<file path="config.mk">
export PLATFORM = sky130hd
export DESIGN_NAME = isadio_core
export DESIGN_NICKNAME = d
export VERILOG_FILES = /design/src/inc/isadio_pkg.sv /design/src/core/isadio_core.sv /design/src/core/isadio_sync.sv
export SDC_FILE = /design/constraint.sdc
export NUM_CORES = 1
export LEC_CHECK = 0
export ABC_CLOCK_PERIOD_IN_PS = 2400
export BUFFER_PORTS_ARGS = -buffer_cell sky130_fd_sc_hd__buf_2
export CORE_MARGIN = 5
export CORE_UTILIZATION = 54
export DETAILED_ROUTE_END_ITERATION = 6
export PLACE_DENSITY = 0.78
export SLEW_MARGIN = 25
export SYNTH_ARGS = -nofsm -noshare
export SYNTH_HDL_FRONTEND = slang
export SYNTH_SLANG_ARGS = --single-unit
</file>
<file path="constraint.sdc">
create_clock -name clk_sys -period 2.4 [get_ports clk_sys]
set_input_delay 0.12 -clock clk_sys [delete_from_list [all_inputs] [get_ports clk_sys]]
set_output_delay 0.12 -clock clk_sys [all_outputs]
set_load 0.1 [all_outputs]
</file>
<file path="src/inc/isadio_pkg.sv">
// package: register map, field positions and reset values of the 24-point digital i/o block
`default_nettype none
package isadio_pkg;
   // register offsets from the jumper-selected base
   localparam logic [2:0] OFF_ID = 3'h0;
   localparam logic [2:0] OFF_RSVD = 3'h1;
   localparam logic [2:0] OFF_JUMPER = 3'h2;
   localparam logic [2:0] OFF_IRQ_CTRL = 3'h3;
   localparam logic [2:0] OFF_DIR = 3'h4;
   localparam logic [2:0] OFF_FIRST = 3'h5;
   localparam logic [2:0] OFF_SECOND = 3'h6;
   localparam logic [2:0] OFF_THIRD = 3'h7;
   // base address choices, indexed by {high jumper, low jumper}
   localparam logic [9:0] BASE_NONE = 10'h100;
   localparam logic [9:0] BASE_LOW = 10'h108;
   localparam logic [9:0] BASE_HIGH = 10'h110;
   localparam logic [9:0] BASE_BOTH = 10'h118;
   // board identifier: value is arbitrary
   localparam logic [7:0] BOARD_ID = 8'hA5;
   // direction register field positions
   localparam int DIR_THIRD_BIT = 0;
   localparam int DIR_SECOND_BIT = 1;
   // interrupt control field positions
   localparam int IRQ_ROUTE_LSB = 0;
   localparam int IRQ_POL_LSB = 4;
   // reset values
   localparam logic [7:0] RST_ZERO = 8'h00;
   localparam logic [7:0] RST_ONES = 8'hFF;
   // jumper bundle
   typedef struct packed {
      logic first_port_reset_level_jumper;
      logic second_port_direction_jumper;
      logic third_port_direction_jumper;
      logic address_select_jumper_high;
      logic address_select_jumper_low;
   } isadio_jumpers_s;
   // host bus request
   typedef struct packed {
      logic [9:0] addr;
      logic ior_n;
      logic iow_n;
      logic aen;
      logic [7:0] wdata;
   } isadio_bus_s;
endpackage : isadio_pkg
`default_nettype wire

</file>
<file path="src/core/isadio_core.sv">
// 24-point digital i/o block behind an 8-bit isa-style i/o bus
`default_nettype none
module isadio_core (
   // clock and reset
   input wire logic clk_sys,
   input wire logic arst_n,
   // host bus (asynchronous strobes)
   input wire logic [9:0] bus_addr,
   input wire logic bus_ior_n,
   input wire logic bus_iow_n,
   input wire logic bus_aen,
   input wire logic [7:0] bus_wdata,
   output logic [7:0] bus_rdata,
   output logic bus_rdata_oe,
   // jumpers
   input wire logic [4:0] jumpers,
   // ports
   output logic [7:0] first_port_out,
   input wire logic [7:0] second_port_in,
   output logic [7:0] second_port_out,
   output logic [7:0] second_port_oe,
   input wire logic [7:0] third_port_in,
   output logic [7:0] third_port_out,
   output logic [7:0] third_port_oe,
   // interrupt lines
   output logic irq5,
   output logic irq6,
   output logic irq7,
   output logic irq9
);
   ////////////////////////////////////////////////////////////////////////
   // synchronisers for every pin input
   localparam int SYNC_W = 10 + 3 + 8 + 5 + 8 + 8;
   logic [SYNC_W-1:0] raw;
   logic [SYNC_W-1:0] syn;
   assign raw = {bus_addr, bus_ior_n, bus_iow_n, bus_aen, bus_wdata, jumpers,
      second_port_in, third_port_in};

   isadio_sync #(.W(SYNC_W)) u_sync (
      .clk_sys(clk_sys),
      .arst_n(arst_n),
      .d(raw),
      .q(syn)
   );

   isadio_pkg::isadio_bus_s bus;
   isadio_pkg::isadio_jumpers_s jmp;
   logic [7:0] second_pins;
   logic [7:0] third_pins;
   assign bus = isadio_pkg::isadio_bus_s'(syn[SYNC_W-1 -: 21]);
   assign jmp = isadio_pkg::isadio_jumpers_s'(syn[20:16]);
   assign second_pins = syn[15:8];
   assign third_pins = syn[7:0];

   ////////////////////////////////////////////////////////////////////////
   // address decode
   // base from the address jumpers
   function automatic logic [9:0] base_of(input logic hi, input logic lo);
      case ({hi, lo})
         2'b00: base_of = isadio_pkg::BASE_NONE;
         2'b01: base_of = isadio_pkg::BASE_LOW;
         2'b10: base_of = isadio_pkg::BASE_HIGH;
         default: base_of = isadio_pkg::BASE_BOTH;
      endcase
   endfunction : base_of

   logic [9:0] base;
   logic hit;
   logic [2:0] off;
   assign base = base_of(jmp.address_select_jumper_high, jmp.address_select_jumper_low);
   // eight byte locations; aen high marks a dma cycle and is not ours
   assign hit = !bus.aen && (bus.addr[9:3] == base[9:3]);
   assign off = bus.addr[2:0];

   // strobe edge detect on synchronised levels: one action per bus cycle
   logic iow_n_q;
   logic wr_pulse;
   always_ff @(posedge clk_sys or negedge arst_n) begin
      if (!arst_n) begin
         iow_n_q <= 1'b1;
      end else begin
         iow_n_q <= bus.iow_n;
      end
   end
   // write taken on the falling edge of the write strobe
   assign wr_pulse = iow_n_q && !bus.iow_n && hit;

   ////////////////////////////////////////////////////////////////////////
   // reset-time jumper capture
   // jumpers only settle through the synchroniser, so the direction and
   // first-port reset level are loaded a few cycles after release
   logic [1:0] boot_cnt_q;
   logic boot_done_q;
   always_ff @(posedge clk_sys or negedge arst_n) begin
      if (!arst_n) begin
         boot_cnt_q <= 2'd0;
         boot_done_q <= 1'b0;
      end else if (!boot_done_q) begin
         boot_cnt_q <= boot_cnt_q + 2'd1;
         boot_done_q <= (boot_cnt_q == 2'd2);
      end
   end
   logic boot_load;
   assign boot_load = !boot_done_q && (boot_cnt_q == 2'd2);

   ////////////////////////////////////////////////////////////////////////
   // interrupt control register
   logic [7:0] irq_ctrl_q;
   always_ff @(posedge clk_sys or negedge arst_n) begin
      if (!arst_n) begin
         irq_ctrl_q <= isadio_pkg::RST_ZERO;
      end else if (wr_pulse && off == isadio_pkg::OFF_IRQ_CTRL) begin
         irq_ctrl_q <= bus.wdata;
      end
   end

   ////////////////////////////////////////////////////////////////////////
   // direction register
   logic [1:0] dir_q;
   always_ff @(posedge clk_sys or negedge arst_n) begin
      if (!arst_n) begin
         dir_q <= 2'b00;
      end else if (boot_load) begin
         dir_q <= {jmp.second_port_direction_jumper, jmp.third_port_direction_jumper};
      end else if (wr_pulse && off == isadio_pkg::OFF_DIR) begin
         dir_q <= bus.wdata[1:0];
      end
   end

   ////////////////////////////////////////////////////////////////////////
   // port data latches
   logic [7:0] first_q;
   logic [7:0] second_q;
   logic [7:0] third_q;
   always_ff @(posedge clk_sys or negedge arst_n) begin
      if (!arst_n) begin
         first_q <= isadio_pkg::RST_ZERO;
      end else if (boot_load) begin
         first_q <= jmp.first_port_reset_level_jumper ? isadio_pkg::RST_ONES
            : isadio_pkg::RST_ZERO;
      end else if (wr_pulse && off == isadio_pkg::OFF_FIRST) begin
         first_q <= bus.wdata;
      end
   end

   // second and third latches reset low so outputs come up low
   always_ff @(posedge clk_sys or negedge arst_n) begin
      if (!arst_n) begin
         second_q <= isadio_pkg::RST_ZERO;
         third_q <= isadio_pkg::RST_ZERO;
      end else if (wr_pulse) begin
         if (off == isadio_pkg::OFF_SECOND) begin
            second_q <= bus.wdata;
         end
         if (off == isadio_pkg::OFF_THIRD) begin
            third_q <= bus.wdata;
         end
      end
   end
   // writes to offsets 0..2 fall through every decode above

   ////////////////////////////////////////////////////////////////////////
   // port pin drivers
   always_ff @(posedge clk_sys or negedge arst_n) begin
      if (!arst_n) begin
         first_port_out <= isadio_pkg::RST_ZERO;
         second_port_out <= isadio_pkg::RST_ZERO;
         second_port_oe <= isadio_pkg::RST_ZERO;
         third_port_out <= isadio_pkg::RST_ZERO;
         third_port_oe <= isadio_pkg::RST_ZERO;
      end else begin
         first_port_out <= first_q;
         second_port_out <= second_q;
         second_port_oe <= {8{dir_q[isadio_pkg::DIR_SECOND_BIT]}};
         third_port_out <= third_q;
         third_port_oe <= {8{dir_q[isadio_pkg::DIR_THIRD_BIT]}};
      end
   end

   ////////////////////////////////////////////////////////////////////////
   // read data
   // input pins read live, outputs read their latch
   function automatic logic [7:0] port_view(input logic out_en, input logic [7:0] latch,
                                            input logic [7:0] pins);
      port_view = out_en ? latch : pins;
   endfunction : port_view

   logic [7:0] rdata_d;
   always_comb begin
      rdata_d = isadio_pkg::RST_ZERO;
      case (off)
         isadio_pkg::OFF_ID: rdata_d = isadio_pkg::BOARD_ID;
         isadio_pkg::OFF_RSVD: rdata_d = isadio_pkg::RST_ZERO;
         isadio_pkg::OFF_JUMPER: rdata_d = {3'b000, jmp};
         isadio_pkg::OFF_IRQ_CTRL: rdata_d = irq_ctrl_q;
         isadio_pkg::OFF_DIR: rdata_d = {6'b00_0000, dir_q};
         isadio_pkg::OFF_FIRST: rdata_d = first_q;
         isadio_pkg::OFF_SECOND: rdata_d = port_view(dir_q[isadio_pkg::DIR_SECOND_BIT],
            second_q, second_pins);
         isadio_pkg::OFF_THIRD: rdata_d = port_view(dir_q[isadio_pkg::DIR_THIRD_BIT],
            third_q, third_pins);
         default: rdata_d = isadio_pkg::RST_ZERO;
      endcase
   end

   // data bus driven only while a read of our window is in progress
   always_ff @(posedge clk_sys or negedge arst_n) begin
      if (!arst_n) begin
         bus_rdata <= isadio_pkg::RST_ZERO;
         bus_rdata_oe <= 1'b0;
      end else begin
         bus_rdata <= rdata_d;
         bus_rdata_oe <= hit && !bus.ior_n;
      end
   end

   ////////////////////////////////////////////////////////////////////////
   // interrupt routing
   // only the low four third-port pins can interrupt
   logic [3:0] route;
   logic [3:0] pol;
   logic raw5;
   logic raw6;
   logic raw7;
   assign route = irq_ctrl_q[isadio_pkg::IRQ_ROUTE_LSB +: 4];
   assign pol = irq_ctrl_q[isadio_pkg::IRQ_POL_LSB +: 4];
   assign raw5 = route[0] & third_pins[0];
   assign raw6 = route[1] & third_pins[1];
   // pins 2 and 3 share irq7
   assign raw7 = (route[2] & third_pins[2]) | (route[3] & third_pins[3]);

   // polarity applied after routing; irq9 has no source so it just
   // idles at its polarity bit
   always_ff @(posedge clk_sys or negedge arst_n) begin
      if (!arst_n) begin
         irq5 <= 1'b0;
         irq6 <= 1'b0;
         irq7 <= 1'b0;
         irq9 <= 1'b0;
      end else begin
         irq5 <= raw5 ^ pol[0];
         irq6 <= raw6 ^ pol[1];
         irq7 <= raw7 ^ pol[2];
         irq9 <= pol[3];
      end
   end
endmodule : isadio_core
`default_nettype wire

</file>
<file path="src/core/isadio_sync.sv">
// two-flop synchroniser for a vector of pin levels
`default_nettype none
module isadio_sync #(
   parameter int W = 8
) (
   // clock and reset
   input wire logic clk_sys,
   input wire logic arst_n,
   // levels
   input wire logic [W-1:0] d,
   output logic [W-1:0] q
);
   logic [W-1:0] meta_q;
   // first stage feeds only the second
   always_ff @(posedge clk_sys or negedge arst_n) begin
      if (!arst_n) begin
         meta_q <= '0;
         q <= '0;
      end else begin
         meta_q <= d;
         q <= meta_q;
      end
   end
endmodule : isadio_sync
`default_nettype wire

</file>
==> summary.md, run 1 <==
| Metric | Value |
|---|---|
| Clk_lat worst skew | `0.52 ns` |
| Clk slew on worst S/H paths | `0.07 ns` |
| Critical path depth | `4` |
| Buffers & Inverters on Critical Path | `0` |
| Global-route wire length before repair | `18,100 um` |
| Avg Inst Size Synth | `15.9 um^2` |
| Clock root buffer | `clkbuf_8` |
| Critical Path Slowest Stage Cell | `nor4_4` |
| Initial antenna violation count | `0` |
| Post-CTS setup buffer count | `0` |
| Worst slew pin tran | `0.730 ns` |
| Lkg Pwr | `3.45 nW` |
| Max rail drop VDD | `0.000638 V` |
| Cell taking the most area after synthesis | `dfrtp_1` |
| Commonest non-fill, non-tap cell in the layout | `dfrtp_1` |
| Routability cong. | `0.902` |
| Startpoint types | `flip-flop` |
| Detail Route Antenna Nets | `0` |
| Layout cells sized above 1 | `0.340` |
| Final hold vios | `0` |
| Relative slew slack | `0.512` |
| Hold-fix buffers, CTS | `43` |
| Final period utilization | `0.856` |
| R2R depth | `4` |
| Core Rows | `36` |
| DRC errors left | `0` |
| Share of the synthesized area in the top cell type | `0.747` |
| Post-CTS sizing | `0` |
| Syn Nets | `383` |
| Hold slack final | `0.170 ns` |
| Peak fanout along the critical path | `8` |
| Wire per inst | `18.1 um` |
| Most frequent cells in the layout | `160 x dfrtp_1, 95 x buf_2, 43 x dlygate4sd3_1, 26 x mux2i_1, 22 x mux2_2` |
| Min cycle time layout | `2.06 ns` |
| Crit path max-delay family | `simple AND/OR/NAND/NOR gates` |
| Die width | `110 um` |
| Total Routing Usage GR | `0.209` |
| Largest net degree at the start of global routing | `73` |
| Crit path launch | `u_sync.q[16]$_DFF_PN0_` |
| Max H-tree Level | `4` |
| Count of warnings emitted by yosys | `0` |
| Core area | `9730 um^2` |
| Pwr dens | `873 nW/um^2` |
| DRT Pass-1 Iters | `4` |
| Critical Path RT | `2.80 ns` |
| Max Cap Violations | `0` |
| Synth area leaders | `dfrtp_1 75%, mux2i_1 4.9%, mux2_2 4.6%` |
| Netlist cell types | `37` |
| R2R Path Start | `u_sync.q[16]$_DFF_PN0_` |
| Vias per cell | `5.08` |
| Worst r2r dst | `irq_ctrl_q[1]$_DFFE_PN0P_` |
| Fin nets | `529` |
| Die area | `12,000 um^2` |
| Antenna Diode Count | `0` |
| Global route total overflow | `0` |
| Max Clock Freq | `0.487 GHz` |
| Critical Path End Type | `flip-flop` |
| Vias | `3,201` |
| Setup TNS | `0 ns` |
| Max-slew violations | `0` |
| I/O pin count | `97` |
| Status | `completed` |
| Clk sinks | `161` |
| DPL Wire Length | `7030 um` |
| WP data arrival | `2.45 ns` |
| Starting Density | `0.551` |
| Crit Path Category | `flip-flop to flip-flop` |
| Yosys reg bits | `161` |
| Vias in the first global route | `3,418` |
| Worst min path class | `primary input to asynchronous set/reset pin` |
| CTS tree | `done` |
| RSZ-0062 raised after global routing | `no` |
| CP cell instances | `xnor2_1 -> nand4b_4 -> nor4_4 -> mux2_2` |
| Final WL | `11,400 um` |
| Area growth, synth to finish | `30.1%` |
| Starting DRT DRC Count | `207` |
| Cell area after synthesis | `5360 um^2` |
| Syn Inst Count | `338` |
| PortBufs | `96` |
| Die Span Y | `110 um` |
| CTS Buf Count | `17` |
| Worst R2R Setup Slack | `0.34 ns` |
| Worst path max stage delay | `0.52 ns` |
| Seq/Total Area, Yosys | `0.752` |
| Max clock buf depth | `2` |
| Clock Skew | `0.0103 ns` |
| Final setup fails | `0` |
[logic make-up (layout without fill, tap and decap cells)]
kind of cell / Yosys count / after routing / share of synthesized area
flip-flops: 161 / 161 / 0.752
multiplexers: 49 / 49 / 0.0969
XOR/XNOR: 5 / 5 / 0.00817
AO/OA/AOI/OAI: 43 / 43 / 0.0481
buffers and inverters: 36 / 195 / 0.0353
AND/OR/NAND/NOR: 43 / 43 / 0.0572
adder cells (fa/ha/maj): 1 / 1 / 0.00233
[routing by layer]
| metal | up-vias | part of all wire | global-route usage | wire length, um |
|---|---|---|---|---|
| met5 | - | 0 | 0 | 0 |
| met4 | 0 | 0.032 | 0.114 | 361 |
| met3 | 34 | 0.058 | 0.0581 | 657 |
| met2 | 135 | 0.52 | 0.348 | 5980 |
| met1 | 1605 | 0.39 | 0.247 | 4410 |
| li1 | 1427 | - | - | - |
[flip-flops by register name (all words and copies together) (netlist names), 2 cells and up]
| register | cells |
|---|---|
| irq_ctrl_q | 8 |
| u_sync.q | 42 |
| third_q | 8 |
| first_port_out | 8 |
| first_q | 8 |
| third_port_out | 8 |
| bus_rdata | 8 |
| second_port_out | 8 |
| boot_cnt_q | 2 |
| dir_q | 2 |
| second_q | 8 |
| u_sync.meta_q | 42 |
[area by class of cell]
| class | instances | area (um^2) |
|---|---|---|
| Tap cell | 133 | 166 |
| Clock buffer | 18 | 428 |
| Inverter | 14 | 52.6 |
| Multi-Input combinational cell | 141 | 1140 |
| Timing Repair Buffer | 149 | 992 |
| Sequential cell | 161 | 4030 |
| Fill cell | 604 | 2760 |
| Clock inverter | 14 | 165 |
[worst max path at each step]
stage	to
CTS	irq_ctrl_q[6]$_DFFE_PN0P_
global route	irq_ctrl_q[3]$_DFFE_PN0P_
detailed placement	irq_ctrl_q[5]$_DFFE_PN0P_
finish	irq_ctrl_q[1]$_DFFE_PN0P_
floorplan	irq_ctrl_q[0]$_DFFE_PN0P_
global placement	irq_ctrl_q[6]$_DFFE_PN0P_
[cell usage after synthesis, drive strengths merged]
library cell  number
dfrtp            160
mux2i             26
mux2              23
a21oi             21
buf               15
inv               14
nor2              13
nand2              9
clkbuf             7
nor3               5
xnor2              5
nand2b             4
o21ai              4
a31oi              3
nand3              3
o211ai             3
o22ai              3
a211oi             2
a22oi              2
o31ai              2
or4                2
a211o              1
a221o              1
a221oi             1
and2               1
and3b              1
dfstp              1
ha                 1
nand3b             1
nand4b             1
nor4               1
nor4b              1
or2                1
[power breakdown]
part / internal (W) / leakage (nW) / switching (W)
Sequential: 0.00282 / 1.98 / 0.0000666
Combinational: 0.000143 / 1.19 / 0.000398
Clock: 0.00154 / 0.286 / 0.00112
Total: 0.00450 / 3.45 / 0.00158
[worst reg2reg max path, cell delays in order (launching register included)]
cell      delay (ns)
dfrtp_1         0.39
xnor2_1         0.33
nand4b_4        0.28
nor4_4          0.53
mux2_2          0.40
[through the flow]
step | cells | worst slack [ns] | util | power, W | instance area, um^2
after floorplan | 338 | 0.578 | - | 0.00326 | 5360
after global placement | 555 | 0.429 | 0.612 | 0.00341 | 5950
after detailed placement | 555 | 0.388 | 0.612 | 0.00342 | 5950
after CTS | 630 | 0.355 | 0.717 | 0.00612 | 6970
after global routing | 630 | 0.236 | 0.717 | 0.00629 | 6970
final | 630 | 0.345 | 0.717 | 0.00609 | 6970
Power figures use the tool's default switching activity.
==> run 2: changes to the inputs <==
PLACE_DENSITY = default   (was 0.78)
PLACE_DENSITY_LB_ADDON = 0.1   (was default)
SYNTH_HIERARCHICAL = 1   (was default)
==> run 2 against run 1 <==
  * Cell area decreased by 0.93%
  * Combinational power shrank 27%
  * Worst hold slack lost 0.0016 ns
  * Clock power fell by 15%
  * Total power fell by 9.1%
  * Utilization is 1.0 points lower
  * Non-clock buffer count down 1
  * Sequential power about the same
  * Global-route usage shrank 2.4 points
  * Setup slack worse by 0.021 ns
  * First-iteration DRC count decreased by 53%
  * Flip-flop and latch count is the same
  * Critical endpoint is now second_q[5]$_DFFE_PN0P_
==> summary.md, run 2 <==
| Metric | Value |
|---|---|
| Status | `completed` |
| CTS tree | `done` |
| Critical Path Slowest Stage Cell | `nor2_2` |
| Hold-fix buffers, CTS | `43` |
| Total Routing Usage GR | `0.185` |
| Vias in the first global route | `3,150` |
| Hold slack final | `0.168 ns` |
| Max clock buf depth | `2` |
| Most frequent cells in the layout | `160 x dfrtp_1, 95 x buf_2, 43 x dlygate4sd3_1, 26 x mux2_2, 25 x mux2i_1` |
| Clock root buffer | `clkbuf_8` |
| Max rail drop VDD | `0.000454 V` |
| Core Rows | `36` |
| Crit Path Category | `flip-flop to flip-flop` |
| Die area | `12,100 um^2` |
| DPL Wire Length | `6460 um` |
| R2R depth | `4` |
| Min cycle time layout | `2.08 ns` |
| Worst min path class | `primary input to asynchronous set/reset pin` |
| Max Clock Freq | `0.482 GHz` |
| PortBufs | `96` |
| Routability cong. | `0.843` |
| Detail Route Antenna Nets | `0` |
| Clk slew on worst S/H paths | `0.06 ns` |
| Critical path depth | `4` |
| Syn Nets | `393` |
| Synth area leaders | `dfrtp_1 74%, mux2_2 5.4%, mux2i_1 4.6%` |
| Starting Density | `0.552` |
| Post-CTS sizing | `0` |
| Lkg Pwr | `3.46 nW` |
| Setup TNS | `0 ns` |
| CTS Buf Count | `17` |
| Top cells by count, synth | `160 x dfrtp_1, 26 x mux2_2, 25 x mux2i_1` |
| Cell area after synthesis | `5390 um^2` |
| Netlist cell types | `38` |
| Pwr dens | `801 nW/um^2` |
| Clk_lat worst skew | `0.52 ns` |
| Antenna Diode Count | `0` |
| Commonest non-fill, non-tap cell in the layout | `dfrtp_1` |
| Seq/Total Area, Yosys | `0.747` |
| Final WL | `9850 um` |
| DRT Pass-1 Iters | `4` |
| Regs by FF count | `u_sync/meta_q: 42 flops, u_sync/q: 42 flops` |
| FFs w/ async S/R, synth | `1.00` |
| Post-synth EDFFs | `0` |
| Vias per cell | `4.83` |
| Worst slew pin tran | `0.698 ns` |
| Max-slew violations | `0` |
| Max H-tree Level | `4` |
| Layout cells sized above 1 | `0.333` |
| Final hold vios | `0` |
| Avg Inst Size Synth | `15.5 um^2` |
| Crit path launch | `iow_n_q$_DFF_PN1_` |
| Starting DRT DRC Count | `98` |
| Cell taking the most area after synthesis | `dfrtp_1` |
| Final period utilization | `0.865` |
| Critical Path RT | `2.80 ns` |
| Wire per inst | `15.5 um` |
| Main synth FF type | `dfrtp_1` |
| Fin nets | `534` |
| CP cell instances | `nor4b_2 -> nand4_4 -> nor2_2 -> mux2_2` |
| Clk sinks | `161` |
| Critical Path End Type | `flip-flop` |
| Area growth, synth to finish | `28.1%` |
| Startpoint types | `flip-flop` |
| Share of the synthesized area in the top cell type | `0.742` |
| Post-CTS setup buffer count | `0` |
| Worst path max stage delay | `0.54 ns` |
| Peak fanout along the critical path | `8` |
| Worst r2r dst | `second_q[5]$_DFFE_PN0P_` |
| R2R Path Start | `iow_n_q$_DFF_PN1_` |
| Clock Skew | `0.00539 ns` |
| Core area | `9770 um^2` |
| Buffers & Inverters on Critical Path | `0` |
| DRC errors left | `0` |
| Relative slew slack | `0.534` |
| WP data arrival | `2.48 ns` |
| Global route total overflow | `0` |
| RSZ-0062 raised after global routing | `no` |
| Largest net degree at the start of global routing | `70` |
| Die Span Y | `110 um` |
| Final setup fails | `0` |
| Global-route wire length before repair | `16,200 um` |
| Crit path max-delay family | `simple AND/OR/NAND/NOR gates` |
| Yosys reg bits | `161` |
| Critical path endpoint | `second_q[5]$_DFFE_PN0P_` |
| Initial antenna violation count | `0` |
| Count of warnings emitted by yosys | `6` |
| Syn Inst Count | `348` |
| Vias | `3,063` |
| I/O pin count | `97` |
| Most frequent cell after synthesis | `dfrtp_1` |
| Worst R2R Setup Slack | `0.32 ns` |
| Die width | `110 um` |
| Max Cap Violations | `0` |
## run 2: kinds of logic after synthesis
family | Yosys count | share of synthesized area
AND/OR/NAND/NOR | 49 | 0.0536
flip-flops | 161 | 0.747
XOR/XNOR | 6 | 0.00974
buffers and inverters | 37 | 0.0385
adder cells (fa/ha/maj) | 1 | 0.00232
multiplexers | 51 | 0.101
AO/OA/AOI/OAI | 43 | 0.0480
## run 2: area by class of cell
class                           count  area, um^2
Clock buffer                       22         443
Sequential cell                   161        4030
Clock inverter                      9        62.6
Inverter                           11        41.3
Tap cell                          133         166
Fill cell                         671        2870
Timing Repair Buffer              148        1010
Multi-Input combinational cell    150        1160
## run 2: power by group
group / leakage, nW / internal, W / switching [W] / total [W]
Combinational: 1.25 / 0.000127 / 0.000267 / 0.000395
Sequential: 1.97 / 0.00282 / 0.0000514 / 0.00287
Clock: 0.249 / 0.00129 / 0.000985 / 0.00227
Total: 3.46 / 0.00423 / 0.00130 / 0.00554
## run 2: worst min path at each step
stage | end | slack, ns
finish | u_sync/meta_q[6]$_DFF_PN0_ | 0.17
global route | u_sync/meta_q[30]$_DFF_PN0_ | 0.21
CTS | third_port_out[4]$_DFF_PN0_ | 0.17
detailed placement | u_sync/meta_q[25]$_DFF_PN0_ | 0.17
global placement | u_sync/meta_q[27]$_DFF_PN0_ | 0.16
floorplan | boot_cnt_q[0]$_DFFE_PN0N_ | -0.18
## run 2: stage by stage
stage	total power, W	util	setup slack, ns	instance area [um^2]	std cells
after CTS	0.00560	0.707	0.340	6910	634
after global routing	0.00577	0.707	0.230	6910	634
final	0.00554	0.707	0.323	6910	634
after global placement	0.00326	0.611	0.367	5970	560
after floorplan	0.00311	-	0.545	5390	348
after detailed placement	0.00326	0.611	0.346	5970	560
## run 2: routing by layer
layer	wire length, um	global-route usage
met5	0	0
met4	125	0.0703
met1	4050	0.246
met2	4970	0.287
met3	700	0.0575
## run 2: worst reg2reg max path, stage by stage (launching register included)
cell and delay [ns]:
dfstp_2 0.51, nor4b_2 0.29, nand4_4 0.21, nor2_2 0.54, mux2_2 0.41
==> run 3: changes to the inputs <==
CORE_MARGIN = 2   (was 5)
PLACE_DENSITY = 0.78   (was default)
PLACE_DENSITY_LB_ADDON = default   (was 0.1)
==> run 3 against run 2 <==
  * Utilization increased by 0.82 points
  * Clock skew increased by 0.0035 ns
  * Flip-flop and latch count unchanged
  * Global-route usage increased by 3.2 points
  * Clock power increased by 14%
  * Total power increased by 5.5%
  * Combinational power about the same
  * Cell area increased by 0.69%
  * Via count increased by 5.6%
  * Wire length increased by 9.2%
  * Maximum frequency increased by 1.9%
  * Sequential power about the same
  * Critical path type unchanged
  * Critical endpoint is now second_q[7]$_DFFE_PN0P_
==> summary.md, run 3 (synthesized netlist as in run 2, its figures left out) <==
| Metric | Value |
|---|---|
| Status | `completed` |
| RSZ-0062 raised after global routing | `no` |
| DRC errors left | `0` |
| Grt met2 use | `0.369` |
| Wire per inst | `17.0 um` |
| Busiest grt layer | `met2` |
| Core Rows | `36` |
| Worst slew pin tran | `0.691 ns` |
| WP data arrival | `2.44 ns` |
| Largest net degree at the start of global routing | `55` |
| PortBufs | `96` |
| Routability cong. | `0.830` |
| Max-slew violations | `0` |
| Post-route insts no fill | `634` |
| Filler Cells Inserted | `665` |
| Detail Route Antenna Nets | `0` |
| Initial antenna violation count | `0` |
| Post-CTS setup buffer count | `0` |
| Placed Instances | `559` |
| Clk sinks | `161` |
| Final hold vios | `0` |
| Critical Path RT | `2.80 ns` |
| Crit Path Category | `flip-flop to flip-flop` |
| Vias in the first global route | `3,486` |
| Worst R2R Setup Slack | `0.36 ns` |
| Clock Skew | `0.00890 ns` |
| I/O pin count | `97` |
| Final period utilization | `0.849` |
| CTS tree | `done` |
| Lkg Pwr | `3.48 nW` |
| Pwr dens | `840 nW/um^2` |
| Layout cells sized above 1 | `0.339` |
| Die Span Y | `104 um` |
| Crit path launch | `iow_n_q$_DFF_PN1_` |
| Worst r2r dst | `second_q[7]$_DFFE_PN0P_` |
| Clk_lat worst skew | `0.53 ns` |
| Vias per cell | `5.10` |
| Antenna Diode Count | `0` |
| Critical Path End Type | `flip-flop` |
| DPL Wire Length | `6380 um` |
| Final setup fails | `0` |
| Max rail drop VDD | `0.000611 V` |
| Global route total overflow | `0` |
| Core area | `9730 um^2` |
| Die area | `10,800 um^2` |
| Min cycle time layout | `2.04 ns` |
| Max clock buf depth | `2` |
| Peak fanout along the critical path | `8` |
| Global-route wire length before repair | `17,500 um` |
| Max Cap Violations | `0` |
| Met3 Usage GRT | `0.0677` |
| Tot Pwr | `0.00584 W` |
| Worst min path class | `primary input to asynchronous set/reset pin` |
| Relative slew slack | `0.539` |
| Setup TNS | `0 ns` |
| DRT Pass-1 Iters | `4` |
| Clk slew on worst S/H paths | `0.07 ns` |
| Most frequent cells in the layout | `160 x dfrtp_1, 95 x buf_2, 43 x dlygate4sd3_1, 26 x mux2_2, 25 x mux2i_1` |
| R2R Path Start | `iow_n_q$_DFF_PN1_` |
| Starting DRT DRC Count | `237` |
| Startpoint types | `flip-flop` |
| R2R depth | `4` |
| Total Routing Usage GR | `0.217` |
| Met1 usage | `0.254` |
| Regs by FF count | `u_sync/meta_q: 42 flops, u_sync/q: 42 flops` |
| Area growth, synth to finish | `29.0%` |
| Max H-tree Level | `4` |
| Commonest non-fill, non-tap cell in the layout | `dfrtp_1` |
| Vias | `3,234` |
| Final WL | `10,800 um` |
| Clock root buffer | `clkbuf_8` |
| Fin nets | `533` |
| Die width | `104 um` |
| Critical path endpoint | `second_q[7]$_DFFE_PN0P_` |
| CTS Buf Count | `17` |
| Starting Density | `0.554` |
| Max Clock Freq | `0.491 GHz` |
## run 3: cell type report
| class | count | area [um^2] | area share |
|---|---|---|---|
| clock buffers | 19 | 432 | 0.0621 |
| clock inverters | 13 | 141 | 0.0203 |
| inverters | 11 | 41.3 | 0.00594 |
| multi-input cells | 150 | 1160 | 0.166 |
| flip-flops and latches | 161 | 4030 | 0.579 |
| well taps | 133 | 166 | 0.0239 |
| repair buffers | 147 | 990 | 0.142 |
## run 3: through the flow
stage / util / hold slack, ns / instance area (um^2) / setup WS [ns]
detailed placement: 0.612 / 0.0403 / 5950 / 0.428
floorplan: - / -0.176 / 5390 / 0.545
CTS: 0.715 / 0.0432 / 6960 / 0.413
global placement: 0.612 / 0.0375 / 5950 / 0.521
finish: 0.715 / 0.0499 / 6960 / 0.362
global route: 0.715 / 0.0683 / 6960 / 0.280
## run 3: repair_timing
action                                 CTS  global route
endpoints found under the hold margin  202             0
resized for setup                        0             0
hold buffers                            43             0
## run 3: metal layers
layer | routed length (um) | vias to the layer above | part of all wire
met5 | 0 | - | 0
met4 | 294 | 0 | 0.027
met3 | 663 | 30 | 0.062
met2 | 5730 | 129 | 0.53
met1 | 4070 | 1629 | 0.38
li1 | - | 1446 | -
## run 3: critical path, stage by stage, from the launching register on
cell and delay [ns]:
dfstp_2 0.52, nor4b_2 0.31, nand4_4 0.21, nor2_2 0.45, mux2_2 0.42
## run 3: worst min-delay path by stage
| stage | startpoint | end | slack [ns] |
|---|---|---|---|
| floorplan | arst_n | boot_cnt_q[0]$_DFFE_PN0N_ | -0.18 |
| global placement | arst_n | u_sync/q[28]$_DFF_PN0_ | 0.04 |
| detailed placement | arst_n | third_q[7]$_DFFE_PN0P_ | 0.04 |
| CTS | arst_n | u_sync/meta_q[28]$_DFF_PN0_ | 0.04 |
| global route | arst_n | u_sync/meta_q[28]$_DFF_PN0_ | 0.07 |
| finish | arst_n | third_q[7]$_DFFE_PN0P_ | 0.05 |
## run 3: where the power goes
part	total (W)	internal (W)	switching [W]
Clock	0.00258	0.00145	0.00113
Combinational	0.000396	0.000123	0.000273
Sequential	0.00287	0.00281	0.0000553
Total	0.00584	0.00438	0.00146
